## src/hw/wdt_defines.vh

```
// register map, field positions, reset values and timing counts of the watchdog
`ifndef WDT_DEFINES_VH
`define WDT_DEFINES_VH

// byte addresses
`define WDT_CTRL_OFFSET 12'h000
`define WDT_RESTART_OFFSET 12'h004

// control register fields
`define WDT_IRQ_FLAG_BIT 7
`define WDT_IRQ_EN_BIT 6
`define WDT_PS3_BIT 5
`define WDT_CE_BIT 4
`define WDT_RST_EN_BIT 3
`define WDT_PS2_BIT 2
`define WDT_PS1_BIT 1
`define WDT_PS0_BIT 0

// reset values
`define WDT_IRQ_EN_RST 1'b0
`define WDT_RST_EN_RST 1'b0
`define WDT_PS_RST 4'h0

// prescale codes and timeouts in oscillator cycles
`define WDT_PS_MAX 4'h9
`define WDT_BASE_CYCLES 21'h000800
`define WDT_CNT_W 21

// change-enable lifetime in pclk cycles
`define WDT_CE_CYCLES 3'h4

// oscillator nominal rate in kHz
`define WDT_OSC_KHZ 128

`endif

```

## src/hw/windowless_watchdog_timer.v

```verilog
// watchdog timer with apb control register, timed change protection and modes
//
// Contract
// - expiry in interrupt mode sets flag bit7
// - executing vector clears the flag
// - write one clears flag, zero keeps
// - request when flag, enable, global enable
// - enables select stopped/irq/reset/combined mode
// - combined mode: vector clears enable and flag
// - combined mode: second unserviced expiry resets
// - clock monitor forces reset, disables interrupt
// - clock monitor with any enable: reset only
// - reset-enable clear, prescale change need change-enable
// - change-enable self clears four cycles later
// - reset flag forces reset enable to one
// - prescale codes select 2048 to 1048576 cycles
// - counter runs on separate 128 kHz oscillator
// - restart instruction clears counter to zero
// - fuse forces reset enable one, irq zero
`timescale 1ns/1ps
`default_nettype none
`include "wdt_defines.vh"

module windowless_watchdog_timer (
   // clock and reset
   input wire pclk,
   input wire presetn,
   // apb slave
   input wire psel,
   input wire penable,
   input wire pwrite,
   input wire [11:0] paddr,
   input wire [31:0] pwdata,
   input wire [3:0] pstrb,
   output reg [31:0] prdata,
   output reg pready,
   output reg pslverr,
   // watchdog oscillator pin
   input wire wdt_osc,
   // core and system side
   input wire restart_exec,
   input wire vector_exec,
   input wire global_irq_enable,
   input wire watchdog_reset_flag,
   input wire always_on_fuse,
   input wire clock_monitor_on,
   // requests
   output reg irq_req,
   output reg reset_req
);

   ////////////////////////////////////////////////////////////////////////////
   // helpers

   // last count before expiry for a prescale code
   function [`WDT_CNT_W-1:0] last_count;
      input [3:0] sel;
      reg [3:0] s;
      begin
         s = (sel > `WDT_PS_MAX) ? `WDT_PS_MAX : sel;
         last_count = (`WDT_BASE_CYCLES << s) - 21'h000001;
      end
   endfunction

   // address compare against a register offset
   function addr_is;
      input [11:0] a;
      input [11:0] target;
      begin
         addr_is = (a == target);
      end
   endfunction

   ////////////////////////////////////////////////////////////////////////////
   // state

   reg pready_ff;
   reg [31:0] prdata_ff;
   reg pslverr_ff;
   reg osc_s1_ff;
   reg osc_s2_ff;
   reg osc_s3_ff;
   reg osc_lvl_ff;
   reg [`WDT_CNT_W-1:0] count_ff;
   reg flag_ff;
   reg irq_en_ff;
   reg rst_en_ff;
   reg ce_ff;
   reg [2:0] ce_cnt_ff;
   reg [3:0] ps_ff;
   reg irq_req_ff;
   reg reset_req_ff;

   reg [`WDT_CNT_W-1:0] nxt_count;
   reg nxt_osc_lvl;
   reg nxt_flag;
   reg nxt_irq_en;
   reg nxt_rst_en;
   reg nxt_ce;
   reg [2:0] nxt_ce_cnt;
   reg [3:0] nxt_ps;
   reg nxt_irq_req;
   reg nxt_reset_req;
   reg nxt_pready;
   reg [31:0] nxt_prdata;
   reg nxt_pslverr;

   // byte lane 0 write of a decoded address
   function wr_hit;
      input [11:0] a;
      input [11:0] target;
      begin
         wr_hit = psel & penable & pready_ff & pwrite & pstrb[0] & addr_is(a, target);
      end
   endfunction

   ////////////////////////////////////////////////////////////////////////////
   // decode

   wire ctrl_wr;
   wire restart_wr;
   wire addr_ok;
   wire osc_tick;
   wire expire;
   wire [7:0] ctrl_view;
   wire [3:0] wr_ps;
   wire access_phase;

   assign ctrl_wr = wr_hit(paddr, `WDT_CTRL_OFFSET);
   assign restart_wr = wr_hit(paddr, `WDT_RESTART_OFFSET);
   assign addr_ok = addr_is(paddr, `WDT_CTRL_OFFSET) | addr_is(paddr, `WDT_RESTART_OFFSET);
   assign access_phase = psel & penable & ~pready_ff;
   assign wr_ps = {pwdata[`WDT_PS3_BIT], pwdata[`WDT_PS2_BIT],
                   pwdata[`WDT_PS1_BIT], pwdata[`WDT_PS0_BIT]};

   ////////////////////////////////////////////////////////////////////////////
   // mode selection

   wire rst_en_eff;
   wire irq_mode;
   wire rst_mode;
   wire stopped;

   // reset flag and fuse hold enable
   assign rst_en_eff = rst_en_ff | watchdog_reset_flag | always_on_fuse;
   assign irq_mode = irq_en_ff & ~always_on_fuse & ~clock_monitor_on;
   assign rst_mode = rst_en_eff | (clock_monitor_on & irq_en_ff);
   assign stopped = ~irq_mode & ~rst_mode;

   assign ctrl_view = {flag_ff, irq_en_ff & ~always_on_fuse, ps_ff[3], ce_ff,
                       rst_en_eff, ps_ff[2:0]};

   ////////////////////////////////////////////////////////////////////////////
   // oscillator edge detect

   // ticks come from the separate oscillator
   assign osc_tick = osc_lvl_ff & ~nxt_osc_lvl ? 1'b0 : (~osc_lvl_ff & nxt_osc_lvl);

   always @* begin
      nxt_osc_lvl = osc_lvl_ff;
      if (osc_s2_ff == osc_s3_ff) begin
         nxt_osc_lvl = osc_s3_ff;
      end
   end

   // timeout length from prescale code
   // a count already past a shortened limit expires on the next oscillator tick
   assign expire = osc_tick & ~stopped & (count_ff >= last_count(ps_ff));

   ////////////////////////////////////////////////////////////////////////////
   // counter

   always @* begin
      nxt_count = count_ff;
      if (restart_exec | restart_wr | stopped) begin
         nxt_count = {`WDT_CNT_W{1'b0}};
      end else if (expire) begin
         nxt_count = {`WDT_CNT_W{1'b0}};
      end else if (osc_tick) begin
         nxt_count = count_ff + 21'h000001;
      end
   end

   ////////////////////////////////////////////////////////////////////////////
   // control register

   always @* begin
      nxt_flag = flag_ff;
      nxt_irq_en = irq_en_ff;
      nxt_rst_en = rst_en_ff;
      nxt_ce = ce_ff;
      nxt_ce_cnt = ce_cnt_ff;
      nxt_ps = ps_ff;
      nxt_reset_req = 1'b0;
      if (ce_ff) begin
         if (ce_cnt_ff == 3'h1) begin
            nxt_ce = 1'b0;
            nxt_ce_cnt = 3'h0;
         end else begin
            nxt_ce_cnt = ce_cnt_ff - 3'h1;
         end
      end
      if (ctrl_wr) begin
         if (pwdata[`WDT_IRQ_FLAG_BIT]) begin
            nxt_flag = 1'b0;
         end
         nxt_irq_en = pwdata[`WDT_IRQ_EN_BIT];
         if (pwdata[`WDT_RST_EN_BIT]) begin
            nxt_rst_en = 1'b1;
         end else if (ce_ff & ~watchdog_reset_flag) begin
            nxt_rst_en = 1'b0;
         end
         if (ce_ff) begin
            nxt_ps = wr_ps;
         end
         if (pwdata[`WDT_CE_BIT]) begin
            nxt_ce = 1'b1;
            nxt_ce_cnt = `WDT_CE_CYCLES;
         end else begin
            nxt_ce = 1'b0;
            nxt_ce_cnt = 3'h0;
         end
      end
      if (vector_exec) begin
         nxt_flag = 1'b0;
         // combined mode drops to reset only
         if (irq_mode & rst_mode) begin
            nxt_irq_en = 1'b0;
         end
      end
      if (expire) begin
         if (irq_mode & rst_mode & flag_ff) begin
            nxt_reset_req = 1'b1;
         end else if (irq_mode) begin
            // expiry sets flag, wins over clear
            nxt_flag = 1'b1;
         end else begin
            nxt_reset_req = 1'b1;
         end
      end
      nxt_irq_req = nxt_flag & nxt_irq_en & ~always_on_fuse & ~clock_monitor_on
                    & global_irq_enable;
   end

   ////////////////////////////////////////////////////////////////////////////
   // apb answer

   always @* begin
      nxt_pready = access_phase;
      nxt_prdata = prdata_ff;
      nxt_pslverr = 1'b0;
      if (access_phase) begin
         nxt_pslverr = ~addr_ok;
         nxt_prdata = 32'h00000000;
         if (~pwrite & addr_is(paddr, `WDT_CTRL_OFFSET)) begin
            nxt_prdata = {24'h000000, ctrl_view};
         end
      end
   end

   ////////////////////////////////////////////////////////////////////////////
   // apb answer flops

   always @(posedge pclk or negedge presetn) begin
      if (!presetn) begin
         pready_ff <= 1'b0;
         prdata_ff <= 32'h00000000;
         pslverr_ff <= 1'b0;
      end else begin
         pready_ff <= nxt_pready;
         prdata_ff <= nxt_prdata;
         pslverr_ff <= nxt_pslverr;
      end
   end

   ////////////////////////////////////////////////////////////////////////////
   // oscillator synchroniser flops

   always @(posedge pclk or negedge presetn) begin
      if (!presetn) begin
         osc_s1_ff <= 1'b0;
         osc_s2_ff <= 1'b0;
         osc_s3_ff <= 1'b0;
         osc_lvl_ff <= 1'b0;
      end else begin
         osc_s1_ff <= wdt_osc;
         osc_s2_ff <= osc_s1_ff;
         osc_s3_ff <= osc_s2_ff;
         osc_lvl_ff <= nxt_osc_lvl;
      end
   end

   ////////////////////////////////////////////////////////////////////////////
   // watchdog state flops

   always @(posedge pclk or negedge presetn) begin
      if (!presetn) begin
         count_ff <= {`WDT_CNT_W{1'b0}};
         flag_ff <= 1'b0;
         irq_en_ff <= `WDT_IRQ_EN_RST;
         rst_en_ff <= `WDT_RST_EN_RST;
         ce_ff <= 1'b0;
         ce_cnt_ff <= 3'h0;
         ps_ff <= `WDT_PS_RST;
         irq_req_ff <= 1'b0;
         reset_req_ff <= 1'b0;
      end else begin
         count_ff <= nxt_count;
         flag_ff <= nxt_flag;
         irq_en_ff <= nxt_irq_en;
         rst_en_ff <= nxt_rst_en;
         ce_ff <= nxt_ce;
         ce_cnt_ff <= nxt_ce_cnt;
         ps_ff <= nxt_ps;
         irq_req_ff <= nxt_irq_req;
         reset_req_ff <= nxt_reset_req;
      end
   end

   always @* begin
      pready = pready_ff;
      prdata = prdata_ff;
      pslverr = pslverr_ff;
      irq_req = irq_req_ff;
      reset_req = reset_req_ff;
   end

endmodule
`default_nettype wire

```

## config.mk

```make
export PLATFORM = sky130hd
export DESIGN_NAME = windowless_watchdog_timer
export DESIGN_NICKNAME = d
export VERILOG_FILES = /design/src/hw/windowless_watchdog_timer.v
export VERILOG_INCLUDE_DIRS = /design/src /design/src/hw
export SDC_FILE = /design/constraint.sdc
export NUM_CORES = 1
export LEC_CHECK = 0
export BUFFER_PORTS_ARGS = -buffer_cell sky130_fd_sc_hd__buf_2
export CORE_AREA = 4 4 89 91
export CTS_CLUSTER_SIZE = 30
export DETAILED_ROUTE_END_ITERATION = 12
export DIE_AREA = 0 0 93 95
export HOLD_SLACK_MARGIN = 0.15
export SLEW_MARGIN = 20
export SYNTH_ARGS = -nofsm -noshare
export SYNTH_HDL_FRONTEND = slang
export SYNTH_SLANG_ARGS = --single-unit
```

## constraint.sdc

```tcl
create_clock -name pclk -period 3.35 [get_ports pclk]
set_clock_uncertainty 0.1 [all_clocks]
set_input_delay 0.1675 -clock pclk [delete_from_list [all_inputs] [get_ports pclk]]
set_output_delay 0.1675 -clock pclk [all_outputs]
set_load 0.02 [all_outputs]
```

==> results of run 1 <==
registers in the layout, indices dropped and copies added, names as in the netlist:
name and flops:
irq_req 1, reset_req 1, pslverr 1, ce_ff 1, ce_cnt_ff 3, flag_ff 1, ps_ff 4, prdata 8
osc_s1_ff 1, count_ff 21, pready 1, rst_en_ff 1, osc_lvl_ff 1, osc_s3_ff 1, irq_en_ff 1, osc_s2_ff 1
critical path, cell delays in order (launching register included):
cell	delay, ns
sky130_fd_sc_hd__dfrtp_1	0.39
sky130_fd_sc_hd__nor3_1	0.26
sky130_fd_sc_hd__nand2b_1	0.12
sky130_fd_sc_hd__ha_1	0.24
sky130_fd_sc_hd__a21o_1	0.19
sky130_fd_sc_hd__a32oi_1	0.21
sky130_fd_sc_hd__ha_1	0.26
sky130_fd_sc_hd__nand4_1	0.14
sky130_fd_sc_hd__nor3_1	0.07
sky130_fd_sc_hd__a311oi_1	0.27
sky130_fd_sc_hd__o211ai_1	0.23
sky130_fd_sc_hd__or3_1	0.39
sky130_fd_sc_hd__a21oi_1	0.14
routing by layer:
| metal | wire length [um] | part of all wire [%] | GRT usage [%] | vias up |
|---|---|---|---|---|
| met5 | 0 | 0 | 0 | - |
| met4 | 70 | 1.3 | 4.029 | 0 |
| met3 | 280 | 5.0 | 3.984 | 6 |
| met2 | 2713 | 49 | 22.86 | 42 |
| met1 | 2512 | 45 | 16.97 | 982 |
| li1 | - | - | - | 1040 |
path summary, 6_finish.rpt:
path	from	slack [ns]	to	cells after the start
worst max-delay path	ps_ff[3]$_DFFE_PN0P_	0.26	count_ff[0]$_DFFE_PN0P_	12
worst min-delay path	paddr[3]	0.18	pslverr$_DFF_PN0_	4
worst max register to register	ps_ff[3]$_DFFE_PN0P_	0.26	count_ff[0]$_DFFE_PN0P_	12
worst min register to register	osc_s1_ff$_DFF_PN0_	0.25	osc_s2_ff$_DFF_PN0_	0
max in group asynchronous	presetn	2.42	count_ff[6]$_DFFE_PN0P_	2
min in group asynchronous	presetn	0.30	prdata[7]$_DFFE_PN0P_	2
what timing repair did:
action	4_1_cts	5_1_grt
hold endpoints to repair	65	0
hold buffers	20	0
setup buffers	0	0
cell families after synthesis:
| group | after synthesis | synth area share [%] |
|---|---|---|
| AO/OA/AOI/OAI | 41 | 11.38 |
| XOR/XNOR | 20 | 6.320 |
| adder cells (fa/ha/maj) | 15 | 6.682 |
| buffers and inverters | 41 | 8.984 |
| flip-flops | 48 | 43.34 |
| multiplexers | 6 | 2.393 |
| other | 2 | 0.2710 |
| AND/OR/NAND/NOR | 100 | 20.63 |
power by group through the flow:
stage | Sequential [uW] | Combinational (uW) | Clock [uW]
floorplan | 600 | 68.5 | 0
finish | 588 | 107 | 434
global route | 589 | 120 | 479
CTS | 588 | 108 | 454
detailed placement | 600 | 93.0 | 0
global placement | 599 | 92.6 | 0
per-stage QoR:
stage | setup slack (ns) | power, uW | util (%) | cells | instance area (sq um)
floorplan | 0.3347 | 668.9 | - | 296 | 2858
global placement | 0.3187 | 691.7 | 42.44 | 411 | 3029
detailed placement | 0.2598 | 692.6 | 42.44 | 411 | 3029
CTS | 0.2316 | 1149 | 46.88 | 439 | 3346
global route | 0.05922 | 1187 | 46.91 | 439 | 3348
finish | 0.2552 | 1129 | 46.91 | 439 | 3348
layout make-up:
class	instances	area, sq um	share of cell area (%)
repair buffers	68	465.4	13.90
clock buffers	5	68.82	2.055
clock inverters	3	47.55	1.420
inverters	9	33.78	1.009
well taps	99	123.9	3.700
multi-input cells	207	1408	42.04
flip-flops and latches	48	1201	35.87
cells in the final DEF, fill, tap and decap left out, types with 6 or more instances in the layout:
cell and instances:
sky130_fd_sc_hd__dfrtp_1 48, sky130_fd_sc_hd__buf_2 43, sky130_fd_sc_hd__nor2_1 28, sky130_fd_sc_hd__conb_1 25, sky130_fd_sc_hd__nand2_1 22, sky130_fd_sc_hd__dlygate4sd3_1 20, sky130_fd_sc_hd__ha_1 14, sky130_fd_sc_hd__xor2_1 10
sky130_fd_sc_hd__xnor2_1 10, sky130_fd_sc_hd__inv_1 9, sky130_fd_sc_hd__a21oi_1 9, sky130_fd_sc_hd__nor3_1 7, sky130_fd_sc_hd__nand3_1 7, sky130_fd_sc_hd__o21ai_0 6, sky130_fd_sc_hd__a22o_1 6
==> impl_results.md, run 1 <==
- Outcome: finished clean
- Routability Congestion: 0.8037
- Wire length of the first global-routing pass: 9.335 mm
- VDD IR max: 0.1643 mV
- Clock network fraction of total power: 38.4%
- Vias per inst: 4.715
- Synth unique cells: 53
- Number of global-route vias before repair: 2004
- Quantity of gates resized following cts: 0
- DP Wirelength: 4.036 mm
- Actual transition at the worst max-transition pin: 0.7676 ns
- Most instantiated library cell after synthesis: sky130_fd_sc_hd__dfrtp_1
- WP data arrival: 3.23 ns
- H-tree depth: 2
- Initial cell density of the core: 38.83%
- Commonest cells in the synthesized netlist: 48 x sky130_fd_sc_hd__dfrtp_1, 28 x sky130_fd_sc_hd__nor2_1, 25 x sky130_fd_sc_hd__buf_4, 22 x sky130_fd_sc_hd__nand2_1, 14 x sky130_fd_sc_hd__ha_1
- Internal Dissipation: 848.1 uW
- Switching share of power: 24.85%
- Global-route congestion overflow total: 0
- Final wirelength: 5.576 mm
- Leading post-synthesis cells by cell area: sky130_fd_sc_hd__dfrtp_1 43%, sky130_fd_sc_hd__buf_4 6.8%, sky130_fd_sc_hd__ha_1 6.3%
- Proportion of netlist area held by the largest area contributor: 43.34%
- Final-report hold violation count: 0
- Critical path endpoint category: register
- Vertical extent of the die: 95 um
- Final cycle utilization of the critical path: 92.38%
- Ant. Diodes: 0
- Critical Setup Path Class: register to register
- Die area: 8835 sq um
- Max Clk Rate: 323.1 MHz
- Boundary pin count: 96
- Total Negative Setup Slacks: 0 ns
- Share of flip-flops with an asynchronous set or reset: 100.0%
- Post-Route Hold Slack: 0.1797 ns
- Hold Crit Class: input port to register
- Root buffer selected by CTS: sky130_fd_sc_hd__clkbuf_8
- Register area share after synthesis: 43.34%
- Critical path launch point type: register
- Clock sink total: 48
- Via total after detailed routing: 2070
- Sequential share of power: 52.1%
- Setup violation total in the final timing report: 0
- Minimum clock period: 3.095 ns
- Number of buffers added by the clock tree synthesis step: 5
- Detail-routed net length per standard cell: 12.70 um
- Most frequently used flop master after synthesis: sky130_fd_sc_hd__dfrtp_1
- Highest net fanout along the worst path: 4
- Worst slew margin relative to its limit: 48.40%
- Number of nets in the layout: 413
- PwrDens: 337.1 nW/um^2
- Final antenna-violating net count: 0
- Count of routing violations after the opening detailed-route iteration: 75
- DRC errors left: 0
- Fraction of layout cells with a size suffix above 1: 20.59%
- Mean area per synthesized cell: 10.15 sq um
- Post-synth EDFFs: 0
- Max-capacitance violation count: 0
- Warnings, synthesis: 0
- Maximum number of pins on one net before global-route repair: 49
- Psw: 280.4 uW
- Total of fill cells in the finished design: 692
- Worst Path Required: 3.49 ns
- CTS tree: done
- Clock-pin transition on the worst setup and hold timing paths: 0.09 ns
- Unrepaired setup endpoints after global routing: false
- Total count of max-transition violations in the final report: 0
- Buffer depth of the longest clock path: 2
- IO Port Bufs: 44
- Die width: 93 um
- Lkg Pwr: 0.001585 uW
- Number of cells produced by synthesis: 273
- DRT Pass-1 Iters: 4
- Layout-stage area growth over the synthesis result: 20.81%
- Standard cell core area: 7137 sq um
- Combinational power share: 9.5%
- Dominant cell type by area after synthesis: sky130_fd_sc_hd__dfrtp_1
- Mapped cell area: 2771 sq um
- Latest clock arrival within the worst-skew pair: 0.31 ns
- Overall routing resource usage: 13.60%
- Flop and latch count out of synthesis: 48
- Initial antenna violation count: 0
- Number of placement rows: 31
Note: power is estimated with default switching activity, not from simulation.
==> run 2: changes to the inputs <==
- ABC_AREA: not set -> 1
- CORE_AREA: 4 4 89 91 -> 4 4 94 96
- DIE_AREA: 0 0 93 95 -> 0 0 98 100
- clock period: 3.35 -> 3.7 ns (I/O delays scaled with it)
==> run 2 against run 1 <==
Compared with the run above: non-clock buffer count shrank 5; first-iteration DRC count grew 67%; final cell count grew 37%; global-route usage grew 0.91 points; largest power group unchanged.
==> impl_results.md, run 2 <==
- H-tree depth: 2
- Latest clock arrival within the worst-skew pair: 0.30 ns
- Proportion of netlist area held by the largest area contributor: 37.96%
- Switching share of power: 25.85%
- Overall routing resource usage: 14.51%
- CTS tree: done
- Number of global-route vias before repair: 2564
- Routability Congestion: 0.8165
- Number of nets in the layout: 572
- Most frequently used flop master after synthesis: sky130_fd_sc_hd__dfrtp_1
- Internal Dissipation: 775.8 uW
- Buffer depth of the longest clock path: 2
- Final wirelength: 6.997 mm
- Synth unique cells: 36
- Fraction of layout cells with a size suffix above 1: 13.28%
- Max Clk Rate: 371.3 MHz
- Sum of internal, switching and leakage power: 1046 uW
- Vias per inst: 4.636
- Die width: 98 um
- Register area share after synthesis: 37.96%
- Highest net fanout along the worst path: 15
- Quantity of gates resized following cts: 0
- Total of fill cells in the finished design: 830
- DRC errors left: 0
- Ant. Diodes: 0
- Global-route congestion overflow total: 0
- Vertical extent of the die: 100 um
- Post-synth EDFFs: 0
- Count of routing violations after the opening detailed-route iteration: 125
- Setup violation total in the final timing report: 0
- PwrDens: 285.2 nW/um^2
- Slack of the worst reg-to-reg path: 1.01 ns
- WP data arrival: 2.78 ns
- DRT Pass-1 Iters: 4
- Sequential share of power: 52.0%
- Commonest cells after routing, fill and taps aside: 118 x sky130_fd_sc_hd__nand2_1, 60 x sky130_fd_sc_hd__inv_1, 50 x sky130_fd_sc_hd__nor2_1
- Psw: 270.4 uW
- Mapped cell area: 3164 sq um
- Setup fix buffers added after clock tree synthesis: 0
- Boundary pin count: 96
- Critical path launch point type: register
- Total count of max-transition violations in the final report: 0
- Warnings, synthesis: 0
- Worst slew margin relative to its limit: 58.19%
- Number of buffers added by the clock tree synthesis step: 5
- Outcome: finished clean
- Dominant cell type by area after synthesis: sky130_fd_sc_hd__dfrtp_1
- Initial antenna violation count: 0
- Final Util: 45.56%
- Via total after detailed routing: 2791
- Minimum clock period: 2.693 ns
- Clock sink total: 48
- VDD IR max: 0.1638 mV
- Worst Path Required: 3.78 ns
- Final-report hold violation count: 0
- Initial cell density of the core: 39.30%
- Final antenna-violating net count: 0
- Commonest cells in the synthesized netlist: 118 x sky130_fd_sc_hd__nand2_1, 60 x sky130_fd_sc_hd__inv_1, 50 x sky130_fd_sc_hd__nor2_1, 48 x sky130_fd_sc_hd__dfrtp_1, 35 x sky130_fd_sc_hd__nand3_1
- Actual transition at the worst max-transition pin: 0.6271 ns
- Number of placement rows: 33
- Number of cells produced by synthesis: 435
- Reg2Reg Depth: 15
- Detail-routed net length per standard cell: 11.62 um
- Lkg Pwr: 0.001942 uW
- Critical path endpoint category: register
- Root buffer selected by CTS: sky130_fd_sc_hd__clkbuf_8
- Final cycle utilization of the critical path: 72.78%
- Wire length of the first global-routing pass: 11.80 mm
- Most common library cell in the layout ignoring fill and taps: sky130_fd_sc_hd__nand2_1
- Leading post-synthesis cells by cell area: sky130_fd_sc_hd__dfrtp_1 38%, sky130_fd_sc_hd__nand2_1 14%, sky130_fd_sc_hd__inv_1 7.1%
- Mean area per synthesized cell: 7.274 sq um
- Critical Setup Path Class: register to register
- Flop and latch count out of synthesis: 48
- Total Negative Setup Slacks: 0 ns
- Share of flip-flops with an asynchronous set or reset: 100.0%
- DP Wirelength: 5.176 mm
- Combinational power share: 13.1%
- Unrepaired setup endpoints after global routing: false
- Worst hold stages: 3
- Hold Crit Class: input port to register
- Clock-pin transition on the worst setup and hold timing paths: 0.09 ns
- IO Port Bufs: 44
- Max-capacitance violation count: 0
- Maximum number of pins on one net before global-route repair: 49
- Register with the most flip-flops: count_ff
- Standard cell core area: 8051 sq um
- Clock network fraction of total power: 34.9%
- Most instantiated library cell after synthesis: sky130_fd_sc_hd__nand2_1
- Die area: 9800 sq um
- Flip-flop count of the largest register after layout: 21
- Layout-stage area growth over the synthesis result: 15.94%
==> run 2: worst paths after layout <==
| kind | startpoint | to |
|---|---|---|
| worst max register to register | ps_ff[3]$_DFFE_PN0P_ | count_ff[16]$_DFFE_PN0P_ |
| min in group asynchronous | presetn | osc_s1_ff$_DFF_PN0_ |
| worst min-delay path | paddr[3] | pslverr$_DFF_PN0_ |
| max in group asynchronous | presetn | count_ff[14]$_DFFE_PN0P_ |
| worst min register to register | osc_s1_ff$_DFF_PN0_ | osc_s2_ff$_DFF_PN0_ |
| worst max-delay path | ps_ff[3]$_DFFE_PN0P_ | count_ff[16]$_DFFE_PN0P_ |
==> run 2: cell families (layout without fill, tap and decap cells) <==
kind of cell	after synthesis	count (layout)	synth area share (%)
adder cells (fa/ha/maj)	14	14	5.536
XOR/XNOR	7	7	1.938
flip-flops	48	48	37.96
AND/OR/NAND/NOR	238	238	33.73
other	2	25	0.2373
AO/OA/AOI/OAI	34	34	6.287
buffers and inverters	92	131	14.31
==> run 2: power by group through the flow <==
stage | Combinational (uW) | Sequential, uW | Clock (uW)
after floorplan | 99.1 | 555 | 0
after global placement | 120 | 554 | 0
after detailed placement | 122 | 554 | 0
after CTS | 137 | 544 | 378
after global routing | 155 | 545 | 395
final | 137 | 544 | 366
==> run 2: routing by layer <==
layer  track usage [%]  vias up  wire, um
met4             3.195        0        58
met3             2.154        6       242
li1                  -     1441         -
met5                 0        -         0
met2             25.92       50      3362
met1             18.63     1294      3334
==> run 2: final cells by class <==
| cell class | instances | area (sq um) | share of cell area [%] |
|---|---|---|---|
| multi-input cells | 318 | 1597 | 43.52 |
| flip-flops and latches | 48 | 1201 | 32.74 |
| repair buffers | 63 | 407.9 | 11.12 |
| inverters | 62 | 232.7 | 6.344 |
| well taps | 105 | 131.4 | 3.581 |
| clock buffers | 5 | 68.82 | 1.876 |
| clock inverters | 1 | 30.03 | 0.8186 |
==> run 2: timing repair <==
| action | CTS | global route |
|---|---|---|
| endpoints found under the hold margin | 61 | 0 |
| endpoints found under the setup margin | 0 | 0 |
| hold buffers | 18 | 0 |
==> run 2: worst max-delay path, cell delays in order (launching register included) <==
cell and delay (ns):
sky130_fd_sc_hd__dfrtp_1 0.43, sky130_fd_sc_hd__inv_1 0.18, sky130_fd_sc_hd__nand3_1 0.15, sky130_fd_sc_hd__ha_1 0.24, sky130_fd_sc_hd__xnor2_1 0.17, sky130_fd_sc_hd__inv_1 0.07, sky130_fd_sc_hd__ha_1 0.27, sky130_fd_sc_hd__nand2_1 0.04
sky130_fd_sc_hd__nor2_1 0.17, sky130_fd_sc_hd__nand3_1 0.10, sky130_fd_sc_hd__nor2_1 0.11, sky130_fd_sc_hd__nor2_1 0.05, sky130_fd_sc_hd__nand2_2 0.10, sky130_fd_sc_hd__nand2_4 0.13, sky130_fd_sc_hd__nand2_2 0.19, sky130_fd_sc_hd__nor2_1 0.07
==> run 2: stage by stage <==
step                      setup WS (ns)  hold WS (ns)  instance area (sq um)  cells
after CTS                        0.9896        0.1598                   3669    602
after global placement            1.037        0.1954                   3390    578
final                             1.007        0.1621                   3669    602
after global routing             0.7494        0.1755                   3669    602
after detailed placement          1.020        0.1977                   3390    578
after floorplan                   1.408       -0.2106                   3251    458
